==> src/include/frtic_pkg.sv <==
`default_nettype none
package frtic_pkg;
	// =====================================================
	// Register offsets (byte addresses, one word each).
	localparam logic [7:0] OFF_CTRL_ONE  = 8'h00;
	localparam logic [7:0] OFF_CTRL_TWO  = 8'h04;
	localparam logic [7:0] OFF_STATUS    = 8'h08;
	localparam logic [7:0] OFF_CNT_HI    = 8'h0C;
	localparam logic [7:0] OFF_CNT_LO    = 8'h10;
	localparam logic [7:0] OFF_ALT_HI    = 8'h14;
	localparam logic [7:0] OFF_ALT_LO    = 8'h18;
	localparam logic [7:0] OFF_CAP1_HI   = 8'h1C;
	localparam logic [7:0] OFF_CAP1_LO   = 8'h20;
	localparam logic [7:0] OFF_CAP2_HI   = 8'h24;
	localparam logic [7:0] OFF_CAP2_LO   = 8'h28;
	// =====================================================
	// Field positions.
	localparam int CR1_CAP_IE   = 7;
	localparam int CR1_OVF_IE   = 5;
	localparam int CR1_EDGE1    = 1;
	localparam int CR2_PWM      = 7;
	localparam int CR2_OPM      = 4;
	localparam int CR2_CS_LSB   = 2;
	localparam int CR2_EDGE2    = 1;
	localparam int CR2_EXT_EDGE = 0;
	localparam int SR_CAP1      = 7;
	localparam int SR_CAP2      = 6;
	localparam int SR_OVF       = 5;
	// =====================================================
	// Reset values and counter constants.
	localparam logic [7:0]  CR1_RESET   = 8'h00;
	localparam logic [7:0]  CR2_RESET   = 8'h00;
	localparam logic [15:0] CNT_RELOAD  = 16'hFFFC;
	localparam logic [15:0] CNT_TOP     = 16'hFFFF;
	// =====================================================
	// Clock select codes and prescaler masks.
	localparam logic [1:0] CS_DIV4 = 2'b00;
	localparam logic [1:0] CS_DIV2 = 2'b01;
	localparam logic [1:0] CS_DIV8 = 2'b10;
	localparam logic [1:0] CS_EXT  = 2'b11;
	localparam logic [2:0] MASK_DIV2 = 3'h1;
	localparam logic [2:0] MASK_DIV4 = 3'h3;
	localparam logic [2:0] MASK_DIV8 = 3'h7;
endpackage
`default_nettype wire

==> src/include/frtic_cap_if.sv <==
`timescale 1ns/1ps
`default_nettype none
interface frtic_cap_if;
	logic [15:0] count;
	logic        edge_sel;
	logic        enable;
	logic        rd_hi;
	logic        rd_lo;
	logic        acc_lo;
	logic        arm;
	logic [15:0] value;
	logic        flag;
	modport timer (output count, edge_sel, enable, rd_hi, rd_lo,
		acc_lo, arm, input value, flag);
	modport chan (input count, edge_sel, enable, rd_hi, rd_lo,
		acc_lo, arm, output value, flag);
endinterface
`default_nettype wire

==> src/hw/frtic_capture_chan.sv <==
`timescale 1ns/1ps
`default_nettype none
module frtic_capture_chan (
	input  wire logic   pclk,
	input  wire logic   presetn,
	input  wire logic   pin,
	frtic_cap_if.chan   bus
);
	logic        s1_reg;
	logic        s2_reg;
	logic        s3_reg;
	logic        inhib_reg;
	logic        arm_reg;
	logic        flag_reg;
	logic [15:0] value_reg;
	logic        edge_hit;
	logic        cap_set;

	// =====================================================
	// Pin synchroniser and edge detection.
	// pin always watched
	always_ff @(posedge pclk or negedge presetn) begin
		if (!presetn) begin
			s1_reg <= 1'b0;
			s2_reg <= 1'b0;
			s3_reg <= 1'b0;
		end else begin
			s1_reg <= pin;
			s2_reg <= s1_reg;
			s3_reg <= s2_reg;
		end
	end

	assign edge_hit = bus.edge_sel ? (s2_reg & ~s3_reg)
		: (~s2_reg & s3_reg);
	assign cap_set = edge_hit & bus.enable & ~inhib_reg;

	always_ff @(posedge pclk or negedge presetn) begin
		if (!presetn) begin
			inhib_reg <= 1'b0;
		end else if (bus.rd_hi) begin
			inhib_reg <= 1'b1;
		end else if (bus.rd_lo) begin
			inhib_reg <= 1'b0;
		end
	end

	// =====================================================
	// Capture register and flag.
	// latch count
	always_ff @(posedge pclk or negedge presetn) begin
		if (!presetn) begin
			value_reg <= 16'h0000;
		end else if (cap_set) begin
			value_reg <= bus.count;
		end
	end

	always_ff @(posedge pclk or negedge presetn) begin
		if (!presetn) begin
			arm_reg  <= 1'b0;
			flag_reg <= 1'b0;
		end else begin
			if (bus.arm && flag_reg) begin
				arm_reg <= 1'b1;
			end else if (bus.acc_lo) begin
				arm_reg <= 1'b0;
			end
			if (cap_set) begin
				flag_reg <= 1'b1;
			end else if (bus.acc_lo && arm_reg) begin
				flag_reg <= 1'b0;
			end
		end
	end

	assign bus.value = value_reg;
	assign bus.flag  = flag_reg;

	AST_CAP_LOAD: assert property (@(posedge pclk) disable iff (!presetn)
		cap_set |=> (value_reg == $past(bus.count)) && flag_reg)
		else $error("capture did not load count and flag");
	AST_CAP_BLOCK: assert property (@(posedge pclk) disable iff (!presetn)
		inhib_reg && !bus.rd_lo |=> $stable(value_reg))
		else $error("capture changed while inhibited");
	AST_CAP_CLR: assert property (@(posedge pclk) disable iff (!presetn)
		arm_reg && bus.acc_lo && !cap_set |=> !flag_reg)
		else $error("capture flag not cleared by sequence");
endmodule // frtic_capture_chan
`default_nettype wire

==> src/hw/frtic_timer.sv <==
`timescale 1ns/1ps
`default_nettype none
module frtic_timer (
	input  wire logic        pclk,
	input  wire logic        presetn,
	input  wire logic        psel,
	input  wire logic        penable,
	input  wire logic        pwrite,
	input  wire logic [7:0]  paddr,
	input  wire logic [31:0] pwdata,
	input  wire logic [3:0]  pstrb,
	output logic      [31:0] prdata,
	output logic             pready,
	output logic             pslverr,
	input  wire logic        capture_input_1,
	input  wire logic        capture_input_2,
	input  wire logic        ext_count_clock_pin,
	input  wire logic        irq_mask,
	input  wire logic        halt_mode,
	output logic             timer_irq
);
	logic [7:0]  cr1_reg;
	logic [7:0]  cr2_reg;
	logic [15:0] cnt_reg;
	logic [2:0]  presc_reg;
	logic        ovf_flag_reg;
	logic        ovf_arm_reg;
	logic [7:0]  lo_buf_main_reg;
	logic [7:0]  lo_buf_alt_reg;
	logic        pend_main_reg;
	logic        pend_alt_reg;
	logic        ext1_reg;
	logic        ext2_reg;
	logic        ext3_reg;
	logic [31:0] prdata_reg;
	logic        err_reg;
	logic        setup;
	logic        rd_set;
	logic        wr_acc;
	logic        acc_cl;
	logic        acc_acl;
	logic        reload;
	logic        tick;
	logic        int_tick;
	logic        ext_edge;
	logic        ovf_set;
	logic        mapped;
	logic [2:0]  mask;
	logic [1:0]  clock_select_field;
	logic        overflow_irq_enable;
	logic        capture_irq_enable;
	logic        pwm_operation;
	logic        one_pulse_operation;
	logic        ext_clock_edge_select;
	logic [7:0]  status;
	logic [7:0]  rd_mux;

	frtic_cap_if cap1_if ();
	frtic_cap_if cap2_if ();

	// =====================================================
	// Control fields.
	assign capture_irq_enable = cr1_reg[frtic_pkg::CR1_CAP_IE];
	assign overflow_irq_enable = cr1_reg[frtic_pkg::CR1_OVF_IE];
	assign pwm_operation = cr2_reg[frtic_pkg::CR2_PWM];
	assign one_pulse_operation = cr2_reg[frtic_pkg::CR2_OPM];
	assign clock_select_field =
		cr2_reg[frtic_pkg::CR2_CS_LSB+1:frtic_pkg::CR2_CS_LSB];
	assign ext_clock_edge_select = cr2_reg[frtic_pkg::CR2_EXT_EDGE];

	// =====================================================
	// APB decode.
	assign setup  = psel & ~penable;
	assign rd_set = setup & ~pwrite;
	assign wr_acc = psel & penable & pwrite & pstrb[0];
	assign acc_cl = (rd_set | wr_acc) & (paddr == frtic_pkg::OFF_CNT_LO);
	assign acc_acl = (rd_set | wr_acc) & (paddr == frtic_pkg::OFF_ALT_LO);
	assign reload = wr_acc & ((paddr == frtic_pkg::OFF_CNT_LO)
		| (paddr == frtic_pkg::OFF_ALT_LO));

	always_comb begin
		mapped = 1'b1;
		case (paddr)
			frtic_pkg::OFF_CTRL_ONE, frtic_pkg::OFF_CTRL_TWO,
			frtic_pkg::OFF_STATUS, frtic_pkg::OFF_CNT_HI,
			frtic_pkg::OFF_CNT_LO, frtic_pkg::OFF_ALT_HI,
			frtic_pkg::OFF_ALT_LO, frtic_pkg::OFF_CAP1_HI,
			frtic_pkg::OFF_CAP1_LO, frtic_pkg::OFF_CAP2_HI,
			frtic_pkg::OFF_CAP2_LO: mapped = 1'b1;
			default: mapped = 1'b0;
		endcase
	end

	always_ff @(posedge pclk or negedge presetn) begin
		if (!presetn) begin
			cr1_reg <= frtic_pkg::CR1_RESET;
			cr2_reg <= frtic_pkg::CR2_RESET;
		end else if (wr_acc && paddr == frtic_pkg::OFF_CTRL_ONE) begin
			cr1_reg <= pwdata[7:0] & 8'hA2;
		end else if (wr_acc && paddr == frtic_pkg::OFF_CTRL_TWO) begin
			cr2_reg <= pwdata[7:0] & 8'h9F;
		end
	end

	// =====================================================
	// Read data path.
	always_comb begin
		status = 8'h00;
		status[frtic_pkg::SR_CAP1] = cap1_if.flag;
		status[frtic_pkg::SR_CAP2] = cap2_if.flag;
		status[frtic_pkg::SR_OVF]  = ovf_flag_reg;
		case (paddr)
			frtic_pkg::OFF_CTRL_ONE: rd_mux = cr1_reg;
			frtic_pkg::OFF_CTRL_TWO: rd_mux = cr2_reg;
			frtic_pkg::OFF_STATUS:   rd_mux = status;
			frtic_pkg::OFF_CNT_HI:   rd_mux = cnt_reg[15:8];
			frtic_pkg::OFF_ALT_HI:   rd_mux = cnt_reg[15:8];
			frtic_pkg::OFF_CNT_LO:
				rd_mux = pend_main_reg ? lo_buf_main_reg : cnt_reg[7:0];
			frtic_pkg::OFF_ALT_LO:
				rd_mux = pend_alt_reg ? lo_buf_alt_reg : cnt_reg[7:0];
			frtic_pkg::OFF_CAP1_HI:  rd_mux = cap1_if.value[15:8];
			frtic_pkg::OFF_CAP1_LO:  rd_mux = cap1_if.value[7:0];
			frtic_pkg::OFF_CAP2_HI:  rd_mux = cap2_if.value[15:8];
			frtic_pkg::OFF_CAP2_LO:  rd_mux = cap2_if.value[7:0];
			default:                 rd_mux = 8'h00;
		endcase
	end

	always_ff @(posedge pclk or negedge presetn) begin
		if (!presetn) begin
			prdata_reg <= 32'h0000_0000;
			err_reg    <= 1'b0;
		end else if (setup) begin
			prdata_reg <= pwrite ? 32'h0000_0000 : {24'h00_0000, rd_mux};
			err_reg    <= ~mapped;
		end
	end

	assign prdata  = prdata_reg;
	assign pready  = 1'b1;
	assign pslverr = psel & penable & err_reg;

	// =====================================================
	// Sixteen bit read buffers.
	// buffer low byte
	always_ff @(posedge pclk or negedge presetn) begin
		if (!presetn) begin
			lo_buf_main_reg <= 8'h00;
			pend_main_reg   <= 1'b0;
		end else if (rd_set && paddr == frtic_pkg::OFF_CNT_HI) begin
			if (!pend_main_reg) begin
				lo_buf_main_reg <= cnt_reg[7:0];
			end
			pend_main_reg <= 1'b1;
		end else if (rd_set && paddr == frtic_pkg::OFF_CNT_LO) begin
			pend_main_reg <= 1'b0;
		end
	end

	always_ff @(posedge pclk or negedge presetn) begin
		if (!presetn) begin
			lo_buf_alt_reg <= 8'h00;
			pend_alt_reg   <= 1'b0;
		end else if (rd_set && paddr == frtic_pkg::OFF_ALT_HI) begin
			if (!pend_alt_reg) begin
				lo_buf_alt_reg <= cnt_reg[7:0];
			end
			pend_alt_reg <= 1'b1;
		end else if (rd_set && paddr == frtic_pkg::OFF_ALT_LO) begin
			pend_alt_reg <= 1'b0;
		end
	end

	// =====================================================
	// Counter clocking.
	// external clock sync
	always_ff @(posedge pclk or negedge presetn) begin
		if (!presetn) begin
			ext1_reg <= 1'b0;
			ext2_reg <= 1'b0;
			ext3_reg <= 1'b0;
		end else begin
			ext1_reg <= ext_count_clock_pin;
			ext2_reg <= ext1_reg;
			ext3_reg <= ext2_reg;
		end
	end

	assign ext_edge = ext_clock_edge_select ? (ext2_reg & ~ext3_reg)
		: (~ext2_reg & ext3_reg);

	always_comb begin
		case (clock_select_field)
			frtic_pkg::CS_DIV2: mask = frtic_pkg::MASK_DIV2;
			frtic_pkg::CS_DIV4: mask = frtic_pkg::MASK_DIV4;
			default:            mask = frtic_pkg::MASK_DIV8;
		endcase
	end

	always_ff @(posedge pclk or negedge presetn) begin
		if (!presetn) begin
			presc_reg <= 3'h0;
		end else if (!halt_mode) begin
			presc_reg <= presc_reg + 3'h1;
		end
	end

	assign int_tick = (presc_reg & mask) == mask;
	assign tick = !halt_mode && ((clock_select_field == frtic_pkg::CS_EXT)
		? ext_edge : int_tick);
	assign ovf_set = tick && !reload && (cnt_reg == frtic_pkg::CNT_TOP);

	always_ff @(posedge pclk or negedge presetn) begin
		if (!presetn) begin
			cnt_reg <= frtic_pkg::CNT_RELOAD;
		end else if (reload) begin
			cnt_reg <= frtic_pkg::CNT_RELOAD;
		end else if (tick) begin
			cnt_reg <= cnt_reg + 16'h0001;
		end
	end

	// =====================================================
	// Overflow flag and interrupt.
	// two step clear
	always_ff @(posedge pclk or negedge presetn) begin
		if (!presetn) begin
			ovf_arm_reg  <= 1'b0;
			ovf_flag_reg <= 1'b0;
		end else begin
			if (rd_set && paddr == frtic_pkg::OFF_STATUS && ovf_flag_reg) begin
				ovf_arm_reg <= 1'b1;
			end else if (acc_cl) begin
				ovf_arm_reg <= 1'b0;
			end
			if (ovf_set) begin
				ovf_flag_reg <= 1'b1;
			end else if (acc_cl && ovf_arm_reg) begin
				ovf_flag_reg <= 1'b0;
			end
		end
	end

	assign timer_irq = !irq_mask && ((ovf_flag_reg && overflow_irq_enable)
		|| ((cap1_if.flag || cap2_if.flag) && capture_irq_enable));

	// =====================================================
	// Capture channels.
	assign cap1_if.count    = cnt_reg;
	assign cap1_if.edge_sel = cr1_reg[frtic_pkg::CR1_EDGE1];
	assign cap1_if.enable   = !(one_pulse_operation || pwm_operation);
	assign cap1_if.rd_hi    = rd_set && paddr == frtic_pkg::OFF_CAP1_HI;
	assign cap1_if.rd_lo    = rd_set && paddr == frtic_pkg::OFF_CAP1_LO;
	assign cap1_if.acc_lo   = (rd_set || wr_acc)
		&& paddr == frtic_pkg::OFF_CAP1_LO;
	assign cap1_if.arm      = rd_set && paddr == frtic_pkg::OFF_STATUS;
	assign cap2_if.count    = cnt_reg;
	assign cap2_if.edge_sel = cr2_reg[frtic_pkg::CR2_EDGE2];
	assign cap2_if.enable   = 1'b1;
	assign cap2_if.rd_hi    = rd_set && paddr == frtic_pkg::OFF_CAP2_HI;
	assign cap2_if.rd_lo    = rd_set && paddr == frtic_pkg::OFF_CAP2_LO;
	assign cap2_if.acc_lo   = (rd_set || wr_acc)
		&& paddr == frtic_pkg::OFF_CAP2_LO;
	assign cap2_if.arm      = rd_set && paddr == frtic_pkg::OFF_STATUS;

	frtic_capture_chan u_cap1 (
		.pclk    (pclk),
		.presetn (presetn),
		.pin     (capture_input_1),
		.bus     (cap1_if.chan)
	);

	frtic_capture_chan u_cap2 (
		.pclk    (pclk),
		.presetn (presetn),
		.pin     (capture_input_2),
		.bus     (cap2_if.chan)
	);

	// =====================================================
	// Checks.
	AST_DIV2_GAP: assert property (@(posedge pclk) disable iff (!presetn)
		clock_select_field == frtic_pkg::CS_DIV2 && tick ##1 !halt_mode
		|-> !int_tick ##1 presc_reg[0])
		else $error("divide by two spacing wrong");
	AST_ALT_KEEP: assert property (@(posedge pclk) disable iff (!presetn)
		acc_acl && ovf_flag_reg |=> ovf_flag_reg)
		else $error("shadow low access cleared overflow");
	AST_RELOAD: assert property (@(posedge pclk) disable iff (!presetn)
		reload |=> cnt_reg == 16'hFFFC)
		else $error("low write did not reload counter");
	AST_ONLY_STEP: assert property (@(posedge pclk) disable iff (!presetn)
		!$stable(cnt_reg) |-> cnt_reg == 16'hFFFC
		|| cnt_reg == $past(cnt_reg) + 16'h0001)
		else $error("counter moved to an illegal value");
	AST_HOLD_BUF: assert property (@(posedge pclk) disable iff (!presetn)
		pend_main_reg && $past(pend_main_reg) |-> $stable(lo_buf_main_reg))
		else $error("buffered low byte changed");
	AST_LIVE_LO: assert property (@(posedge pclk) disable iff (!presetn)
		rd_set && paddr == frtic_pkg::OFF_CNT_LO && !pend_main_reg
		|=> prdata[7:0] == $past(cnt_reg[7:0]))
		else $error("lone low read not live");
	AST_OVF_SET: assert property (@(posedge pclk) disable iff (!presetn)
		tick && !reload && cnt_reg == 16'hFFFF
		|=> ovf_flag_reg && cnt_reg == 16'h0000)
		else $error("wrap did not set overflow");
	AST_IRQ: assert property (@(posedge pclk) disable iff (!presetn)
		ovf_flag_reg && overflow_irq_enable |-> timer_irq == !irq_mask)
		else $error("overflow interrupt wrong");
	AST_OVF_CLR: assert property (@(posedge pclk) disable iff (!presetn)
		ovf_arm_reg && acc_cl && !ovf_set |=> !ovf_flag_reg)
		else $error("overflow not cleared by sequence");
	AST_HALT: assert property (@(posedge pclk) disable iff (!presetn)
		halt_mode && !reload |=> $stable(cnt_reg))
		else $error("counter moved in halt");
	AST_EXT: assert property (@(posedge pclk) disable iff (!presetn)
		clock_select_field == frtic_pkg::CS_EXT && !halt_mode
		|-> tick == ext_edge)
		else $error("external clock not followed");
	AST_CH1_OFF: assert property (@(posedge pclk) disable iff (!presetn)
		(one_pulse_operation || pwm_operation) && !cap1_if.flag
		|=> !cap1_if.flag && $stable(cap1_if.value))
		else $error("channel one captured in pulse operation");
endmodule // frtic_timer
`default_nettype wire

==> config.mk <==
export PLATFORM = sky130hd
export DESIGN_NAME = frtic_timer
export DESIGN_NICKNAME = d
export VERILOG_FILES = /design/src/include/frtic_pkg.sv /design/src/include/frtic_cap_if.sv /design/src/hw/frtic_capture_chan.sv /design/src/hw/frtic_timer.sv
export SDC_FILE = /design/constraint.sdc
export NUM_CORES = 1
export LEC_CHECK = 0
export ABC_AREA = 1
export BUFFER_PORTS_ARGS = -buffer_cell sky130_fd_sc_hd__buf_2
export CORE_ASPECT_RATIO = 2
export CORE_MARGIN = 2
export CORE_UTILIZATION = 45
export CTS_BUF_LIST = sky130_fd_sc_hd__clkbuf_4 sky130_fd_sc_hd__clkbuf_8 sky130_fd_sc_hd__clkbuf_16
export DETAILED_ROUTE_END_ITERATION = 12
export PLACE_DENSITY_LB_ADDON = 0.08
export SYNTH_ARGS = -nofsm -noshare
export SYNTH_HDL_FRONTEND = slang
export SYNTH_SLANG_ARGS = --single-unit
==> constraint.sdc <==
create_clock -name pclk -period 2.23 [get_ports pclk]
set_input_delay 0 -clock pclk [delete_from_list [all_inputs] [get_ports pclk]]
set_output_delay 0 -clock pclk [all_outputs]
set_load 0.02 [all_outputs]
==> results by stage <==
Outcome:
- The flow ran to the end, and the final reports show no timing, DRC or antenna violations.

Synthesis:
- During synthesis, Yosys emitted a total of 0 warnings.
- Of the total synthesized cell area, the portion taken by full adders, half adders and majority gates is 0.00462.
- The sequential cell area fraction in the yosys report is 0.483.
- Counting every instance in the synthesized netlist gives between 600 and 700.
- After synthesis, the share of cell area in mux cells is 0.0111.
- The number of synthesized register bits is 104.
- The combinational family with the most area after synthesis is simple AND/OR/NAND/NOR gates.
- Counting flops with a built-in enable in the synthesized netlist gives 0.
- The fraction of synthesis flops using an asynchronous set or reset pin is 1.00.
- In the synthesized netlist the dominant register cell turns out to be sky130_fd_sc_hd__dfrtp_1.
- The compound-gate portion of the synthesized area came to 0.0879.
- The synthesized netlist occupies a cell area of around 0.0054 mm².
- Of the total synthesized cell area, the portion taken by AND, OR, NAND and NOR gates is 0.321.
- The per-instance average area after synthesis is approximately 8 µm².
- Yosys mapped the design onto 37 distinct sky130hd cell types.
- The post-synthesis xor/xnor area fraction is 0.00485.

Floorplanning:
- The placement row count is 56.
- The floorplan die height is about 160 µm.
- The horizontal die dimension is 81.6 µm.
- The core footprint is approximately 0.012 mm².
- The die area is 0.0130 mm².
- Pin placement for this block handled 89 I/O pins.
- The initial utilization of the core area, before any placement, comes to 0.461.

Global route:
- Entering global routing, the biggest net connects 48 pins.
- The number of global-route vias before repair came to around 4500.
- The wire length of the first global-routing pass is ~23000 µm.
- The initial antenna violation count is 0.
- For this run, the total global-route usage over all layers was measured as 0.238.
- Summed over all layers, the global routing overflow is 0.

Layout:
- The non-filler instance count after layout is between 800 and 900.
- Relative to the synthesized area, the layout overhead comes to 12.5%.
- The net count of the finished layout is approximately 790.
- The library cells used most frequently in the layout, excluding fill and tap cells, are 243 x sky130_fd_sc_hd__nand2_1, 90 x sky130_fd_sc_hd__dfrtp_1, 71 x sky130_fd_sc_hd__o21ai_0, 66 x sky130_fd_sc_hd__nand3_1, 40 x sky130_fd_sc_hd__inv_1.
- The fraction of layout cells with a size suffix above 1 is 0.159.
- The filler cell count in the final layout is around 1200.
- The library cell used most frequently in the layout, excluding fill and tap cells, is sky130_fd_sc_hd__nand2_1.
- 0 antenna diodes ended up in the layout.

Setup path:
- In this run the worst path has a maximum fanout of 7.
- The reg-to-reg setup timing slack is 520 ps.
- The depth of the worst register-to-register path is 6.
- The worst reg2reg path endpoint is ovf_flag_reg.
- The endpoint required time on the critical path is around 2500 ps.
- STA classifies the critical path endpoint as a flip-flop.
- STA classifies the critical path startpoint as a flip-flop.
- The critical path is of the flip-flop to flip-flop type.
- The launch point of the worst reg-to-reg path is cap1_if.count[5].
- The critical path data arrival time is roughly 2000 ps.

Job:
- The number of maximum-capacitance violations is 0.

Clock tree:
- Clock tree synthesis selected as its root buffer the cell sky130_fd_sc_hd__clkbuf_16.
- The deepest level of the CTS H-tree is 3.
- After clock tree synthesis, the repair step resized 0 gates.
- TritonCTS built the clock tree.
- TritonCTS created 9 clock buffers.
- The clock-pin slew reported for the worst setup and hold paths after clock tree synthesis is about 70 ps.
- The clock drives approximately 100 sinks.
- The clock latency on the worst-skew pair is around 350 ps.
- The longest clock path from root to sink contains 2 buffers.

Hold path:
- The min-delay analysis places its worst path in the category input pin to flip-flop.
- The worst hold path cell count is 5.
- The endpoint of the worst hold path is prdata[0].
- The worst hold path begins at penable.

Drt:
- Summed over all layers, the routed wires come to between 10000 and 15000 µm.
- In the routed design, unresolved DRC markers number 0.
- The first routing iteration left about 340 violations.
- After detailed routing, no signal wire sits above met4.
- The count of nets left with antenna violations once routing finished came out at 0.
- In the final routing, the length of wire on met1 measures 5500 µm.
- The routed length per placed instance is ~17 µm.
- For this block, the via count after detailed routing is around 4600.
- The met2 wirelength from detailed routing is around 7600 µm.
- The pre-antenna-repair detailed-routing pass consisted of 5 iterations.
- Detailed routing placed a total of 609 µm of wire on met3.
- Dividing the detail-routed via count by the number of cells gives roughly 5.2.

Pwr:
- The largest vdd supply drop is about 0.00046 V.
- Power spread over the standard cell area amounts to 744 mW/mm².
- Total power for the finished layout comes to about 4.5 mW.
- The leakage power is slightly above 3 nW.

Placed design:
- The HPWL reported at the end of detailed placement is between 10000 and 15000 µm.
- At the placement stage, the worst setup path has a slack of roughly 530 ps.
- The count of placed standard cells including taps is between 800 and 900.
- The global placement routability congestion is 0.879.
- Input and output buffers added on the ports amount to 35.

Timing:
- The transition at the pin with the smallest max-transition slack is 610 ps.
- The post-route worst setup slack is 517 ps.
- The worst hold slack after final layout is 114 ps.
- Adding up every negative setup slack in the final design gives 0 ps.
- For the finished layout, the period the worst path requires is 1710 ps.
- Dividing the final minimum period by the clock period gives 0.768.
- The maximum frequency from static timing analysis is 0.584 GHz.
- The final count of hold timing violations is 0.
- The final number of max-transition violations came to 0.
- Setup violations remaining at the end of the flow were counted as 0.
- Setup repair after global routing left no endpoint under its margin.
- The largest clock skew in the final design is between 10 and 15 ps.
- The headroom to the max-slew limit is 0.593.
[where the power goes]
group,internal [mW],switching (mW)
clock,0.925,0.726
combinational,0.193,0.463
sequential,2.09,0.136
[worst max-delay path, cell delays in order, from the launching register on]
cell and delay, ps:
sky130_fd_sc_hd__dfstp_2 550, sky130_fd_sc_hd__inv_2 90, sky130_fd_sc_hd__nor3_2 260, sky130_fd_sc_hd__nand2_1 180
sky130_fd_sc_hd__nor3_4 280, sky130_fd_sc_hd__nand2_1 130, sky130_fd_sc_hd__o21ai_1 150
[stage by stage]
stage / utilization / cell area [µm²]
floorplan: - / 5510
global placement: 0.482 / 5670
detailed placement: 0.482 / 5670
CTS: 0.518 / 6100
global route: 0.518 / 6100
finish: 0.518 / 6100
[layout make-up]
cell class	instances	area, µm²	area share
timing repair buffer	56	378	0.0619
tap	145	181	0.0297
inverter	50	188	0.0308
clock inverter	5	63.8	0.0105
clock buffer	11	246	0.0404
sequential	104	2620	0.430
multi-input combinational	511	2420	0.397
[worst max path at each step]
stage               depth (start not counted)                 to             start
floorplan                                   7  cap1_if.count[15]  cap1_if.count[2]
global placement                            7  cap1_if.count[15]  cap1_if.count[3]
detailed placement                          7  cap1_if.count[15]  cap1_if.count[3]
CTS                                         7  cap1_if.count[15]  cap1_if.count[3]
global route                                7          prdata[3]     pend_main_reg
finish                                      6       ovf_flag_reg  cap1_if.count[5]
[kinds of logic after synthesis]
kind of cell | after synthesis
other | 2
muxes | 4
DFF | 104
AOI/OAI and AO/OA | 90
and+or+nand+nor | 387
adders and majority gates | 2
xor gates and xnor gates | 3
buffers and inverters | 90
[per-layer routing]
layer / vias to the layer above / track usage
met3: 35 / 0.0312
met2: 156 / 0.399
li1: 2250 / -
met1: 2181 / 0.281
met5: - / 0
met4: 0 / 0.142
[what timing repair did]
action,CTS,global route
hold buffers,12,0
buffers inserted,0,0
hold endpoints to repair,59,0
[Yosys cell counts (8+ instances only)]
cell	instances	area, µm²
sky130_fd_sc_hd__a21oi_1	9	45.0
sky130_fd_sc_hd__buf_4	29	218
sky130_fd_sc_hd__dfrtp_1	90	2250
sky130_fd_sc_hd__dfstp_2	14	368
sky130_fd_sc_hd__inv_1	40	150
sky130_fd_sc_hd__inv_2	9	33.8
sky130_fd_sc_hd__nand2_1	243	912
sky130_fd_sc_hd__nand3_1	66	330
sky130_fd_sc_hd__nor2_1	30	113
sky130_fd_sc_hd__nor2_4	8	90.1
sky130_fd_sc_hd__o21ai_0	71	355
Note: power is estimated with default switching activity, not from simulation.
